[src/gph_pkg.sv]
// package for the eight-bit general-purpose port with pin overrides
package gph_pkg;
	localparam int unsigned GPH_WIDTH     = 8;
	localparam int unsigned GPH_ADDR_W    = 2;
	// word offsets on the register bus
	localparam logic [1:0]  GPH_OFF_PIN   = 2'h0;
	localparam logic [1:0]  GPH_OFF_LATCH = 2'h1;
	localparam logic [1:0]  GPH_OFF_DIR   = 2'h2;
	localparam logic [1:0]  GPH_OFF_CFG   = 2'h3;
	// configuration register fields
	localparam int unsigned GPH_CFG_PCFG_LSB = 0;
	localparam int unsigned GPH_CFG_REMAP    = 4;
	localparam int unsigned GPH_CFG_SDTRI    = 5;
	localparam logic [7:0]  GPH_LATCH_RST = 8'h00;
	localparam logic [7:0]  GPH_DIR_RST   = 8'hff;
	// converter field reset: every shared pin analog after reset
	localparam logic [3:0]  GPH_PCFG_RST  = 4'h0;
	// field values below this make pins 4..7 analog (channels 12..15)
	localparam logic [3:0]  GPH_PCFG_DIG_MIN = 4'h4;
	localparam logic [7:0]  GPH_CFG_RST   = 8'h00;
	localparam logic [31:0] GPH_UNMAPPED  = 32'h0000_0000;

	typedef struct packed {
		logic [7:0] out;
		logic [7:0] oe;
	} gph_drive_s;

	typedef struct packed {
		logic       unit_one_channel_b;
		logic       unit_one_channel_c;
		logic       unit_three_channel_b;
		logic       unit_three_channel_c;
		logic       unit_one_shutdown;
		logic       unit_three_shutdown;
	} gph_pwm_s;

	typedef enum logic [1:0] {
		GPH_IDLE = 2'b01,
		GPH_RESP = 2'b10
	} gph_bus_e;
endpackage : gph_pkg

[src/gph_sync.sv]
// two-flop synchroniser for the pin levels
`timescale 1ns/1ps
`default_nettype none
module gph_sync #(
	parameter int unsigned WIDTH = 8
) (
	// clock and reset
	input  wire logic             clk,
	input  wire logic             rst_n,
	// data
	input  wire logic [WIDTH-1:0] d,
	output logic      [WIDTH-1:0] q
);
	logic [WIDTH-1:0] meta;

	always_ff @(posedge clk or negedge rst_n) begin
		if (!rst_n) begin
			meta <= '0;
			q    <= '0;
		end else begin
			meta <= d;
			q    <= meta;
		end
	end
endmodule // gph_sync
`default_nettype wire

[src/gph_port.sv]
// eight-bit general-purpose port with memory and pwm overrides and analog selection
//
// Decided for this implementation: the register offsets and the Avalon-MM interface to the registers.
`timescale 1ns/1ps
`default_nettype none
module gph_port
	import gph_pkg::*;
#(
	parameter int unsigned PIN_COUNT = 100,
	parameter int unsigned WIDTH     = GPH_WIDTH
) (
	// clock and reset
	input  wire logic                  clk,
	input  wire logic                  rst_n,
	// avalon-mm slave
	input  wire logic [GPH_ADDR_W-1:0] avs_address,
	input  wire logic                  avs_read,
	input  wire logic                  avs_write,
	input  wire logic [31:0]           avs_writedata,
	input  wire logic [3:0]            avs_byteenable,
	output logic      [31:0]           avs_readdata,
	output logic                       avs_waitrequest,
	// memory interface overrides
	input  wire logic                  mem_enable,
	input  wire logic [3:0]            mem_address_hi,
	// pwm overrides
	input  wire gph_pwm_s              pwm,
	// analog selection seen by the converter
	output logic      [3:0]            analog_select,
	// pins
	input  wire logic [WIDTH-1:0]      pin_in,
	output logic      [WIDTH-1:0]      pin_out,
	output logic      [WIDTH-1:0]      pin_oe
);
	localparam bit PRESENT = (PIN_COUNT >= 80);

	logic [WIDTH-1:0] output_latch_register;
	logic [WIDTH-1:0] direction_register;
	logic [7:0]       cfg;
	logic [WIDTH-1:0] pin_sync;
	logic [31:0]      next_readdata;
	gph_bus_e         state;

	gph_sync #(
		.WIDTH(WIDTH)
	) u_sync (
		.clk  (clk),
		.rst_n(rst_n),
		.d    (pin_in),
		.q    (pin_sync)
	);

	// bus decode: writes take effect when waitrequest is low (response cycle)
	wire       acc       = avs_read | avs_write;
	wire       take      = (state == GPH_RESP);
	wire       wr        = take & avs_write & avs_byteenable[0];
	wire       wr_latch  = wr & ((avs_address == GPH_OFF_LATCH) |
		(avs_address == GPH_OFF_PIN));
	wire       wr_dir    = wr & (avs_address == GPH_OFF_DIR);
	wire       wr_cfg    = wr & (avs_address == GPH_OFF_CFG);

	wire [3:0] pcfg      = cfg[GPH_CFG_PCFG_LSB +: 4];
	wire       remap_clr = ~cfg[GPH_CFG_REMAP];
	wire       sd_tri    = cfg[GPH_CFG_SDTRI];
	// lower field values select analog on the shared pins
	wire       analog_on = (pcfg < GPH_PCFG_DIG_MIN);

	assign avs_waitrequest = acc & (state == GPH_IDLE);
	assign analog_select   = PRESENT ? {4{analog_on}} : 4'h0;

	always_comb begin
		next_readdata = GPH_UNMAPPED;
		case (avs_address)
			GPH_OFF_PIN:   next_readdata[WIDTH-1:0] = pin_sync;
			GPH_OFF_LATCH: next_readdata[WIDTH-1:0] =
				output_latch_register;
			GPH_OFF_DIR:   next_readdata[WIDTH-1:0] = direction_register;
			GPH_OFF_CFG:   next_readdata[7:0] = cfg;
			default:       next_readdata = GPH_UNMAPPED;
		endcase
	end

	// one wait cycle per access keeps readdata registered
	always_ff @(posedge clk or negedge rst_n) begin
		if (!rst_n) begin
			state <= GPH_IDLE;
		end else begin
			case (state)
				GPH_IDLE: if (acc) state <= GPH_RESP;
				GPH_RESP: state <= GPH_IDLE;
				default:  state <= GPH_IDLE;
			endcase
		end
	end

	always_ff @(posedge clk or negedge rst_n) begin
		if (!rst_n) begin
			avs_readdata <= GPH_UNMAPPED;
		end else if (avs_read && state == GPH_IDLE) begin
			avs_readdata <= PRESENT ? next_readdata : GPH_UNMAPPED;
		end
	end

	always_ff @(posedge clk or negedge rst_n) begin
		if (!rst_n) begin
			output_latch_register <= GPH_LATCH_RST;
			direction_register    <= GPH_DIR_RST;
			cfg                   <= GPH_CFG_RST;
		end else begin
			if (wr_latch) output_latch_register <= avs_writedata[WIDTH-1:0];
			if (wr_dir)   direction_register    <= avs_writedata[WIDTH-1:0];
			if (wr_cfg)   cfg                   <= avs_writedata[7:0];
		end
	end

	// per-pin output mux; priority memory > pwm > latch
	logic [WIDTH-1:0] pwm_val;
	logic [WIDTH-1:0] pwm_sd;
	assign pwm_val = {pwm.unit_one_channel_b, pwm.unit_one_channel_c,
		pwm.unit_three_channel_b, pwm.unit_three_channel_c, 4'h0};
	assign pwm_sd  = {{2{pwm.unit_one_shutdown}},
		{2{pwm.unit_three_shutdown}}, 4'h0};

	gph_drive_s drv;
	genvar i;
	generate
		for (i = 0; i < WIDTH; i++) begin : g_pin
			wire lo     = (i < 4);
			wire mem_ov = lo & mem_enable;
			// pwm wins only while software has made the pin an output
			wire pwm_ov = ~lo & remap_clr & ~direction_register[i];
			wire mem_d  = lo ? mem_address_hi[i % 4] : 1'b0;
			// analog selection leaves the output path alone
			assign drv.out[i] = mem_ov ? mem_d :
				pwm_ov ? pwm_val[i] : output_latch_register[i];
			assign drv.oe[i]  = mem_ov ? 1'b1 :
				(pwm_ov & sd_tri & pwm_sd[i]) ? 1'b0 :
				~direction_register[i];
		end
	endgenerate

	assign pin_out = PRESENT ? drv.out : '0;
	assign pin_oe  = PRESENT ? drv.oe : '0;

	check_dir_a: assert property (@(posedge clk) disable iff (!rst_n)
		(PRESENT && !mem_enable && direction_register[0]) |-> !pin_oe[0])
		else $error("pin 0 driven while input");
	latch_drv_a: assert property (@(posedge clk) disable iff (!rst_n)
		(PRESENT && !mem_enable && !direction_register[1]) |->
		pin_oe[1] && pin_out[1] == output_latch_register[1])
		else $error("pin 1 not driving latch");
	mem_addr_a: assert property (@(posedge clk) disable iff (!rst_n)
		(PRESENT && mem_enable) |->
		pin_oe[3:0] == 4'hf && pin_out[3:0] == mem_address_hi)
		else $error("address not on low pins");
	latch_rd_a: assert property (@(posedge clk) disable iff (!rst_n)
		(avs_read && avs_address == GPH_OFF_LATCH && !avs_waitrequest
		&& PRESENT) |->
		avs_readdata[WIDTH-1:0] == output_latch_register)
		else $error("latch readback wrong");
	pin_wr_a: assert property (@(posedge clk) disable iff (!rst_n)
		(avs_write && !avs_waitrequest && avs_byteenable[0] &&
		avs_address == GPH_OFF_PIN) |=>
		output_latch_register == $past(avs_writedata[WIDTH-1:0]))
		else $error("pin write missed latch");
	pwm_pin_a: assert property (@(posedge clk) disable iff (!rst_n)
		(PRESENT && remap_clr && !direction_register[7] && !sd_tri) |->
		pin_out[7] == pwm.unit_one_channel_b && pin_oe[7])
		else $error("pwm not on pin 7");
	pwm_dir_a: assert property (@(posedge clk) disable iff (!rst_n)
		(PRESENT && direction_register[4]) |-> !pin_oe[4])
		else $error("pwm drove input pin");
	pwm_tri_a: assert property (@(posedge clk) disable iff (!rst_n)
		(PRESENT && remap_clr && sd_tri && pwm.unit_three_shutdown) |->
		pin_oe[5:4] == 2'h0)
		else $error("shutdown pins still driven");
	wait_one_a: assert property (@(posedge clk) disable iff (!rst_n)
		(acc && avs_waitrequest) |=> !avs_waitrequest)
		else $error("wait longer than one cycle");
	// shared pins fall back to analog whenever the field holds its reset code
	ana_reset_a: assert property (@(posedge clk) disable iff (!rst_n)
		(PRESENT && pcfg == GPH_PCFG_RST) |-> analog_select == 4'hf)
		else $error("shared pins not analog");
	// analog selection must not cut the digital driver of a shared pin
	ana_drive_a: assert property (@(posedge clk) disable iff (!rst_n)
		(PRESENT && analog_on && !remap_clr && !direction_register[5]) |->
		pin_oe[5] && pin_out[5] == output_latch_register[5])
		else $error("analog pin lost driver");
	// with the remap bit set the latch keeps the upper pins
	remap_off_a: assert property (@(posedge clk) disable iff (!rst_n)
		(PRESENT && !remap_clr && !direction_register[6]) |->
		pin_out[6] == output_latch_register[6])
		else $error("pwm on pin without remap");
	// a write with lane 0 off leaves the latch alone
	lane_drop_a: assert property (@(posedge clk) disable iff (!rst_n)
		(avs_write && !avs_waitrequest && !avs_byteenable[0] &&
		avs_address == GPH_OFF_LATCH) |=> $stable(output_latch_register))
		else $error("masked write changed latch");
	dir_rd_a: assert property (@(posedge clk) disable iff (!rst_n)
		(avs_read && avs_address == GPH_OFF_DIR && !avs_waitrequest
		&& PRESENT) |->
		avs_readdata[WIDTH-1:0] == direction_register)
		else $error("direction readback wrong");

	cov_mem_c:   cover property (@(posedge clk) disable iff (!rst_n)
		mem_enable && pin_oe[0]);
	cov_pwm_c:   cover property (@(posedge clk) disable iff (!rst_n)
		remap_clr && pin_oe[6]);
	cov_write_c: cover property (@(posedge clk) disable iff (!rst_n)
		wr_dir);
	cov_tri_c:   cover property (@(posedge clk) disable iff (!rst_n)
		remap_clr && sd_tri && pwm.unit_one_shutdown &&
		!direction_register[6]);
endmodule // gph_port
`default_nettype wire

[config.mk]
export PLATFORM = sky130hd
export DESIGN_NAME = gph_port
export DESIGN_NICKNAME = d
export VERILOG_FILES = /design/src/gph_pkg.sv /design/src/gph_sync.sv /design/src/gph_port.sv
export SDC_FILE = /design/constraint.sdc
export NUM_CORES = 1
export LEC_CHECK = 0
export BUFFER_PORTS_ARGS = -buffer_cell sky130_fd_sc_hd__buf_2
export CAP_MARGIN = 20
export CORE_MARGIN = 2
export CORE_UTILIZATION = 30
export DETAILED_ROUTE_END_ITERATION = 10
export PLACE_DENSITY = 0.67
export SYNTH_ARGS = -nofsm -noshare
export SYNTH_HDL_FRONTEND = slang
export SYNTH_SLANG_ARGS = --single-unit
[constraint.sdc]
create_clock -name clk -period 1.96 [get_ports clk]
set_input_delay 0.392 -clock clk [delete_from_list [all_inputs] [get_ports clk]]
set_output_delay 0.392 -clock clk [all_outputs]
set_load 0.005 [all_outputs]
== Yosys cells after proc, flatten, opt, wreduce, memory -nomap -nowiden ==
Index checks and enable logic that the tools add are counted.

* $add $sub $neg: 0
* Equal/unequal tests: 6
* Bitwise gates (word level): 29
* Shift operators: 0
* Order comparisons: 1
* $mul: 0
* Div/mod/pow operators: 0
* Multiplexer cells: 19
* Reduce and logical (&&, ||, !) cells: 2

{| class="wikitable"
|+ Operators with widths
! cell !! count
|-
| one-hot mux 8 bit (4 select lines) || 1
|-
| AND 1 bit || 18
|-
| 2-to-1 mux 1 bit || 16
|-
| inverter 1 bit || 9
|-
| == test 2 bit (second input constant) || 3
|-
| == test 2 x 1 -> 1 bit (second input constant) || 2
|-
| < comparator 4 x 3 -> 1 bit (second input constant) || 1
|-
| 2-to-1 mux 2 bit || 2
|-
| logical NOT 2 bit || 1
|-
| inequality test 2 bit (second input constant) || 1
|-
| bitwise OR 1 bit || 2
|-
| logical AND 1 bit || 1
|}

* Logic and storage cells: 64
* ROM bits: 0
* RAM bits: 0
* Memories: 0
* Latch bits: 0
* Output and inout port bits: 53
* Register bits: 50
* Input port bits: 61

== Logic depth before layout (Yosys ltp) ==
Gate-level depths: netlist (run 1).

* Depth in word-level cells: 5
* Mapped depth: 4
* Mapped depth without buffers: 3

== Modules after synthesis ==
From an unflattened synthesis (run 1), not the netlist that was laid out.

* Cell total of the unflattened synthesis: 155
* Area, all modules: 2298.5 um2

{| class="wikitable"
|+ By module, submodules not included
! module !! cells each !! seq. area each (um2) !! instances !! area an instance (um2)
|-
| gph_port || 139 || 862.1 || 1 || 1898.1
|-
| gph_sync || 16 || 400.4 || 1 || 400.4
|}

== Least setup slack after synthesis (run 1) ==
Ideal clock, no wire load.

* Path type: input port to flip-flop
* Start: input port avs_address[0]
* End: register avs_readdata[0]
* Data required time: 1.835 ns
* Setup time: 0.125 ns
* Path buffers: 1
* Setup slack: 0.527 ns
* Arrival: 1.308 ns
* Cell stages on the path: 3
* Path through: buf_6 > mux4_1 > mux2_2

* Longest elaborated chain between the ends: 2
* Elaborated cells on any way between the ends: 5
* Classes of those cells: 3 x eq/ne; 1 x mux; 1 x reduce/logical

{| class="wikitable"
|+ RTL lines
! item !! line !! RTL
|-
| start, declared || gph_port.sv:16 || <nowiki>input wire logic [GPH_ADDR_W-1:0] avs_address,</nowiki>
|-
| == test 2 bit (tied with other cells) || gph_port.sv:73 || <nowiki>case (avs_address)</nowiki>
|-
| one-hot mux 8 bit (4 select lines) * || gph_port.sv:73 ||
|-
| end signal, assigned || gph_port.sv:100 || <nowiki>avs_readdata <= PRESENT ? next_readdata : GPH_UNMAPPED;</nowiki>
|-
| end, declared || gph_port.sv:21 || <nowiki>output logic [31:0] avs_readdata,</nowiki>
|}

Mark *: on every way between the ends. The rest lies on a longest branch, timed or not.
A chain may end at the register's enable or synchronous reset.

== Worst setup path after layout (run 1) ==
* Start: register cfg[4]
* End: output port pin_out[6]

* Longest elaborated chain between the ends: 3

{| class="wikitable"
|+ RTL lines
! item !! line !! RTL
|-
| start, declared || gph_port.sv:39 || <nowiki>logic [7:0] cfg;</nowiki>
|-
| start signal, assigned || gph_port.sv:112 || <nowiki>if (wr_cfg) cfg <= avs_writedata[7:0];</nowiki>
|-
| inverter 1 bit || gph_port.sv:63 || <nowiki>wire remap_clr = ~cfg[GPH_CFG_REMAP];</nowiki>
|-
| AND 1 bit || gph_port.sv:131 || <nowiki>wire pwm_ov = ~lo & remap_clr & ~direction_register[i];</nowiki>
|-
| 2-to-1 mux 1 bit || gph_port.sv:135 || <nowiki>pwm_ov ? pwm_val[i] : output_latch_register[i];</nowiki>
|-
| end, declared || gph_port.sv:32 || <nowiki>output logic [WIDTH-1:0] pin_out,</nowiki>
|}

Every way passes these cells.

==> results of run 1 <==
metal layers:
metal | global-route usage, % | wire, um
met3 | 2.96 | 214
met1 | 14.3 | 1910
met4 | 2.61 | 29
met2 | 17.3 | 2190
met5 | 0 | 0
cells in the mapped netlist:
cell type / n / area (sq um)
and3b_1: 2 / 17.5
inv_1: 2 / 7.51
o21ai_0: 1 / 5.00
nand2b_1: 4 / 25.0
mux2_2: 40 / 450
buf_4: 29 / 218
nand2_1: 2 / 7.51
nor3b_4: 1 / 18.8
nor2_1: 9 / 33.8
nor2b_1: 1 / 6.26
dfstp_2: 9 / 236
mux4_1: 8 / 210
conb_1: 1 / 3.75
clkbuf_1: 1 / 3.75
buf_6: 1 / 11.3
nand4b_4: 1 / 23.8
nor2_2: 2 / 12.5
dfrtp_1: 41 / 1030
sequential cells by signal (all words and copies together) (netlist names):
signal / count
avs_readdata: 8
cfg: 8
direction_register: 8
output_latch_register: 8
u_sync.meta: 8
u_sync.q: 8
state: 2
through the flow:
| step | power (mW) | hold WS (ps) | setup WS, ps | util [%] | area, sq um |
|---|---|---|---|---|---|
| 3_3_place_gp | 2.58 | 334 | 272 | 35.1 | 2670 |
| 6_report | 3.18 | 79.5 | 163 | 36.3 | 2770 |
| 5_1_grt | 3.41 | 110 | 92.6 | 36.3 | 2770 |
| 3_5_place_dp | 2.62 | 335 | 279 | 35.1 | 2670 |
| 2_1_floorplan | 2.26 | 96.4 | 527 | - | 2400 |
| 4_1_cts | 3.24 | 96.0 | 149 | 36.3 | 2770 |
layout by cell type, fill, tap and decap left out:
cell,count
and3b_1,2
buf_12,1
buf_2,62
buf_4,6
clkbuf_1,1
clkbuf_8,6
clkinv_2,1
conb_1,24
dfrtp_1,41
dfstp_2,9
inv_1,2
mux2_2,40
mux4_1,8
nand2_1,2
nand2b_1,4
nand4b_4,1
nor2_1,9
nor2_2,2
nor2b_1,1
nor3b_4,1
o21ai_0,1
area by class of cell:
type                            count  area [sq um]  area share [%]
Clock inverter                      1          5.00           0.181
Timing Repair Buffer               69           375            13.6
Multi-Input combinational cell     95           901            32.6
Clock buffer                        7          86.3            3.12
Inverter                            2          7.51           0.271
Tap cell                          102           128            4.62
Sequential cell                    50          1260            45.7
logic make-up (layout without fill, tap and decap cells):
logic type             after synthesis  in the layout  share of synthesized area [%]
AO/OA/AOI/OAI                        1              1                          0.216
buffers and inverters               33             79                           10.4
flip-flops                          50             50                           54.5
multiplexers                        48             48                           28.5
other                                1             24                          0.162
AND/OR/NAND/NOR                     22             22                           6.26
power breakdown:
group          switching, mW  total, mW  internal (mW)  leakage [nW]
clock network          0.326      0.611          0.285        0.0482
logic                  0.361      0.969          0.608         0.720
registers              0.212       1.60           1.39         0.600
total                  0.900       3.18           2.28          1.37
worst min-delay path by stage:
stage,start,end
floorplan,rst_n,avs_readdata[0]
global placement,u_sync.meta[3],u_sync.q[3]
detailed placement,u_sync.meta[1],u_sync.q[1]
CTS,rst_n,avs_readdata[5]
global route,rst_n,avs_readdata[5]
finish,rst_n,avs_readdata[5]
==> metrics, run 1 <==
Avg WL per Cell=13.3 um; CTS max path bufs=2; Power per Cell Area=1150 nW/um^2; Buffers on Ports=62; CTS clock-pin slew for the worst setup and hold paths=90 ps; Starting Density=30.5%; post-route insts no fill=326; Final period util=91.7%; Post-Syn Instances=155; DR vias=1,342; Critical path buffers and inverters=1; Die W=91.9 um; Placed Instances=318; CP Cell Sequence=nor2_1 > mux2_2 > buf_2; Fin Setup TNS=0 ps; leakage=1.37 nW; Final Max Tran Viols=0; largest net degree at the start of global routing=27; Worst setup SP type=flop; First-pass DRT Iterations=4; CP Class=flop to output port; Arrival @ worst endpoint=1400 ps; Clk Tree Root Cell=clkbuf_8; clk_lat worst skew=300 ps; die height=91.9 um; Ant. Diodes=0; htree depth=2; Crit path depth=3; Min Clock Period, post-route=1800 ps; startpoint of the worst register-to-register path=state[0]; relative slew slack=60.9%; top achievable clock speed=557 MHz; CP Capture Type=output port; Data required, critical path=1570 ps; maximum VDD drop=324 uV; Nets=284; Worst Setup SP=cfg[4]; share of layout cells above drive strength 1=57.6%; CTS sink count=50; number of max-cap violations=0; # Post-CTS Setup Buffers=0; Fillers=757; Least-Margin Pin Slew=587 ps; Tot GR Track Use=10.7%; 1st-iter DRT viols=60; Crit path max-delay family=flip-flops; Post-DP HPWL=3240 um; die area=8440 sq um; HP Class=input port to asynchronous set/reset pin; worst stage delay on the critical path=480 ps; Final setup viols=0; synthesized area=2320 sq um; DR vias/cell=4.12; clock buffers created by TritonCTS=5; status=completed; RR Endpoint=avs_readdata[0]; Fin. Hold Viols=0; core box area=7610 sq um; Netlist cell types=18; Core Rows=32; CTS tree=yes; Seq cells post-synth=50; GRT Residual Overflow=0; initial antenna violation count=0; antenna violation net count after detailed routing=0; io pins=114; routability congestion estimate=0.713; Worst Setup EP=pin_out[6]; post-cts sizing count=0; Seq/Total Area, Yosys=54.5%; RSZ-0062 raised after global routing=false; Synthesis Warnings=0; Max stage delay cell, worst path=dfrtp_1; CTS Hold Buffers Added=0; CP max FO=8; reg2reg path depth=3; Residual DRC=0; Routed WL=4340 um; synthesized area per cell=14.9 sq um; Clock Skews=6.72 ps; global-route wire length before repair=6800 um; vias in the first global route=1,308; worst reg-to-reg setup slack=520 ps; synth-to-layout area growth=19.3%
Note: power is estimated with default switching activity, not from simulation.
==> run 2, diff against run 1 <==
--- a/config.mk
+++ b/config.mk
@@ -13,4 +13,5 @@
 export PLACE_DENSITY = 0.67
 export SYNTH_ARGS = -nofsm -noshare
 export SYNTH_HDL_FRONTEND = slang
+export SYNTH_HIERARCHICAL = 1
 export SYNTH_SLANG_ARGS = --single-unit
==> metrics, run 2 <==
footprint of the multi-input gates=876 sq um; Buffers on Ports=62; Fillers=731; Tot GR Track Use=10.6%; antenna violation net count after detailed routing=0; Power per Cell Area=1250 nW/um^2; Netlist cell types=20; Clock Skews=8.18 ps; First-pass DRT Iterations=4; DR WL met3=202 um; RSZ-0062 raised after global routing=false; Routed WL=4370 um; top achievable clock speed=568 MHz; Residual DRC=0; core box area=7330 sq um; uppermost layer routed=met4; synthesized area per cell=14.8 sq um; Seq cells post-synth=50; sequential power share=46.6%; Starting Density=31.4%; Nets=282; Fin. Hold Viols=0; worst hold margin=29.2 ps; DR vias/cell=4.12; # Post-CTS Setup Buffers=0; Clk Tree Root Cell=clkbuf_8; GRT Residual Overflow=0; status=completed; Final period util=89.8%; initial antenna violation count=0; share of layout cells above drive strength 1=60.8%; Seq/Total Area, Yosys=54.9%; Die W=91.5 um; Min Clock Period, post-route=1760 ps; routability congestion estimate=0.758; Avg WL per Cell=13.6 um; Clk pwr share=25.0%; NetSw=0.933 mW; CTS Hold Buffers Added=0; leakage=1.34 nW; CTS sink count=50; CTS clock-pin slew for the worst setup and hold paths=90 ps; Most used DFF post-synth=dfrtp_1; Final setup viols=0; top cells by count, synth=dfrtp_1 (41), mux2_2 (40), buf_4 (28); post-synth top area share=44.6%; vias in the first global route=1,344; synthesized area=2300 sq um; largest net degree at the start of global routing=33; most area-hungry cell type in the Yosys netlist=dfrtp_1; Arrival @ worst endpoint=1370 ps; die area=8380 sq um; Async S/R FF share, synth=100%; die height=91.5 um; Post-DP HPWL=3220 um; clock buffers created by TritonCTS=5; count leader, synth=dfrtp_1; Core Rows=31; Combinational Power Share=28.4%; global-route wire length before repair=6840 um; htree depth=2; sw frac=27.1%; CTS tree=yes; most frequent cells in the layout=buf_2 (62), dfrtp_1 (41), mux2_2 (40); Post-synth EDFFs=0; maximum VDD drop=492 uV; 1st-iter DRT viols=62; internal power=2.51 mW; post-cts sizing count=0; synth-to-layout area growth=20.4%; DR vias=1,322; Post-Syn Instances=155; HP Class=input port to asynchronous set/reset pin; CP max FO=8; number of max-cap violations=0; DR WL met2=2200 um; io pins=114; Ant. Diodes=0; Data required, critical path=1570 ps; met1 wire length=1930 um; CP Class=flop to output port; most common cell after layout, fill and taps aside=buf_2; synth top area cells=dfrtp_1 (45%), mux2_2 (20%), dfstp_2 (10%), buf_4 (9.1%), mux4_2 (6.9%); CP Capture Type=output port; Final Max Tran Viols=0; clk_lat worst skew=300 ps; CTS max path bufs=2; Fin Setup TNS=0 ps; Worst setup SP type=flop; register area=1260 sq um; Synthesis Warnings=6
run 2: cell types whose count changed after synthesis:
| cell | delta |
|---|---|
| mux4_1 | -7 |
| mux4_2 | +7 |
| and2b_1 | +1 |
| buf_4 | -1 |
| clkbuf_8 | +1 |
| nor2b_1 | -1 |
run 2: final cells by class:
cell class | instances | share of cell area, %
clock inverter | 3 | 2.49
tap | 99 | 4.48
multi-input combinational | 95 | 31.6
clock buffer | 5 | 2.49
inverter | 2 | 0.271
sequential | 50 | 45.6
timing repair buffer | 67 | 13.0
run 2: kinds of logic (layout without fill, tap and decap cells):
kind of cell / Yosys count / in the layout / synth area share (%)
flops: 50 / 50 / 54.9
mux: 48 / 48 / 27.6
buf+inv: 33 / 77 / 10.7
simple gates: 22 / 22 / 6.37
other cells: 1 / 24 / 0.163
compound gates: 1 / 1 / 0.218
run 2: final timing paths:
kind	start	to	slack, ps	cells past startpoint
worst min register to register	u_sync/meta[4]	u_sync/q[4]	360	0
max in group asynchronous	rst_n	direction_register[4]	1340	2
min in group clk	pin_in[4]	u_sync/meta[4]	190	1
worst max register to register	state[1]	avs_readdata[5]	510	3
worst max-delay path	cfg[4]	pin_out[4]	200	3
worst min-delay path	rst_n	u_sync/meta[6]	30	1
run 2: metrics by stage:
stage                     cell area, sq um  setup WS [ps]  cells  utilization [%]  power, mW
final                                 2770            199    321             37.8       3.45
after global routing                  2770            109    321             37.8       3.66
after CTS                             2770            174    321             37.8       3.50
after detailed placement              2630            284    313             35.9       2.63
after global placement                2630            281    313             35.9       2.59
after floorplan                       2380            555    178                -       2.28
run 2: critical path, stage by stage (launching register included):
cell and delay (ps):
dfrtp_1 470, nor2_1 150, mux2_2 330, buf_2 120
run 2: layer usage:
layer | vias to the layer above | GRT usage [%]
met5 | - | 0
met4 | 0 | 3.79
met3 | 4 | 2.90
met2 | 40 | 17.0
met1 | 666 | 13.8
li1 | 612 | -
run 2: power by group through the flow:
| stage | Sequential, mW | Combinational, mW | Clock [mW] |
|---|---|---|---|
| 5_1_grt | 1.65 | 1.08 | 0.932 |
| 4_1_cts | 1.61 | 1.00 | 0.883 |
| 6_report | 1.61 | 0.979 | 0.861 |
| 2_1_floorplan | 1.56 | 0.720 | 0 |
| 3_5_place_dp | 1.63 | 0.999 | 0 |
| 3_3_place_gp | 1.61 | 0.979 | 0 |
==> run 3, diff against run 2 <==
--- a/config.mk
+++ b/config.mk
@@ -7,7 +7,7 @@
 export LEC_CHECK = 0
 export BUFFER_PORTS_ARGS = -buffer_cell sky130_fd_sc_hd__buf_2
 export CAP_MARGIN = 20
-export CORE_MARGIN = 2
+export CORE_MARGIN = 1.5
 export CORE_UTILIZATION = 30
 export DETAILED_ROUTE_END_ITERATION = 10
 export PLACE_DENSITY = 0.67
==> constraint.sdc (replaced) <==
create_clock -name clk -period 1.96 [get_ports clk]
set_input_delay 0.392 -clock clk [delete_from_list [all_inputs] [get_ports clk]]
set_output_delay 0.392 -clock clk [all_outputs]
set_load 0.05 [all_outputs]
==> metrics, run 3 (same netlist as run 2, synthesis figures left out) <==
status=completed; met3 Resource Use GR=3.28%; # Post-CTS Setup Buffers=0; CTS max path bufs=2; Crit path max-delay family=flip-flops; number of max-cap violations=0; largest net degree at the start of global routing=20; leakage=1.34 nW; Residual DRC=0; most common cell after layout, fill and taps aside=buf_2; post-cts sizing count=0; vias in the first global route=1,253; Data required, critical path=1570 ps; Starting Density=31.4%; CP max FO=8; worst reg-to-reg setup slack=540 ps; Buffers on Ports=62; Most Crowded Layer GR=met2; CTS tree=yes; Worst setup SP type=flop; synth-to-layout area growth=19.3%; CP Capture Type=output port; reg2reg path depth=3; routability congestion estimate=0.739; 1st-iter DRT viols=54; Tot GR Track Use=10.5%; Nets=284; initial antenna violation count=0; worst stage delay on the critical path=470 ps; Core Rows=31; Critical path buffers and inverters=1; antenna violation net count after detailed routing=0; CP Cell Sequence=nor2_1 > mux2_2 > buf_2; global-route wire length before repair=6650 um; HP Class=input port to asynchronous set/reset pin; Final period util=94.5%; Max stage delay cell, worst path=dfrtp_1; Worst Setup SP=cfg[4]; core box area=7330 sq um; clk_lat worst skew=290 ps; First-pass DRT Iterations=4; Fin Setup TNS=0 ps; htree depth=2; met2 usage=16.5%; Placed Instances=315; post-route insts no fill=323; RR Endpoint=avs_readdata[7]; GRT Residual Overflow=0; maximum VDD drop=730 uV; die area=8200 sq um; CTS clock-pin slew for the worst setup and hold paths=90 ps; RSZ-0062 raised after global routing=false; DR vias=1,359; Die W=90.5 um; CTS Hold Buffers Added=0; Avg WL per Cell=12.9 um; top achievable clock speed=540 MHz; clock buffers created by TritonCTS=5; most frequent cells in the layout=buf_2 (62), dfrtp_1 (41), mux2_2 (40); Fin. Hold Viols=0; Post-DP HPWL=3160 um; share of layout cells above drive strength 1=61.2%; Min Clock Period, post-route=1850 ps; Power per Cell Area=1530 nW/um^2; CP Class=flop to output port; Final Max Tran Viols=0; die height=90.5 um; Post-DP Area=2630 sq um; CTS sink count=50; Arrival @ worst endpoint=1460 ps; GR Util met1=13.7%; Fillers=729; DR vias/cell=4.21; Final setup viols=0; Ant. Diodes=0; startpoint of the worst register-to-register path=state[1]; io pins=114; final instance area=2740 sq um; Clk Tree Root Cell=clkbuf_8; Routed WL=4180 um; Clock Skews=6.86 ps
==> run 3: cell type report <==
type | instances | area (sq um) | share of cell area (%)
clock buffer | 8 | 110 | 4.01
inverter | 2 | 7.51 | 0.274
multi-input combinational | 95 | 876 | 31.9
sequential | 50 | 1260 | 46.0
tap | 99 | 124 | 4.52
timing repair buffer | 69 | 363 | 13.2
==> run 3: routing by layer <==
layer | share of wire [%] | vias to the layer above | wire (um)
li1 | - | 622 | -
met1 | 45 | 690 | 1880
met2 | 50 | 45 | 2070
met3 | 4.6 | 2 | 194
met4 | 0.69 | 0 | 29
met5 | 0 | - | 0
==> run 3: worst register-to-register path, delay by kind of cell, from the launching register on <==
kind | cells | cell delay (ps)
DFF | 1 | 390
and+or+nand+nor | 2 | 530
muxes | 1 | 390
==> run 3: where the power goes <==
part	switching, mW	internal, mW	total, mW	leakage [nW]
registers	0.214	1.39	1.60	0.600
clock network	0.306	0.356	0.663	0.0575
logic	1.31	0.622	1.94	0.678
total	1.84	2.37	4.20	1.34
==> run 3: worst max path at each step <==
stage | to | cells after the start
floorplan | pin_oe[4] | 2
global placement | avs_readdata[6] | 3
detailed placement | avs_readdata[7] | 3
CTS | pin_out[4] | 3
global route | pin_out[4] | 3
finish | pin_out[4] | 3
==> run 3: through the flow <==
stage	hold slack, ps	setup WS, ps	total power [mW]	util (%)
4_1_cts	26.5	96.3	4.27	37.4
6_report	20.0	108	4.20	37.4
3_3_place_gp	334	290	3.55	35.9
2_1_floorplan	96.4	319	3.24	-
5_1_grt	35.5	33.3	4.44	37.4
3_5_place_dp	336	270	3.59	35.9
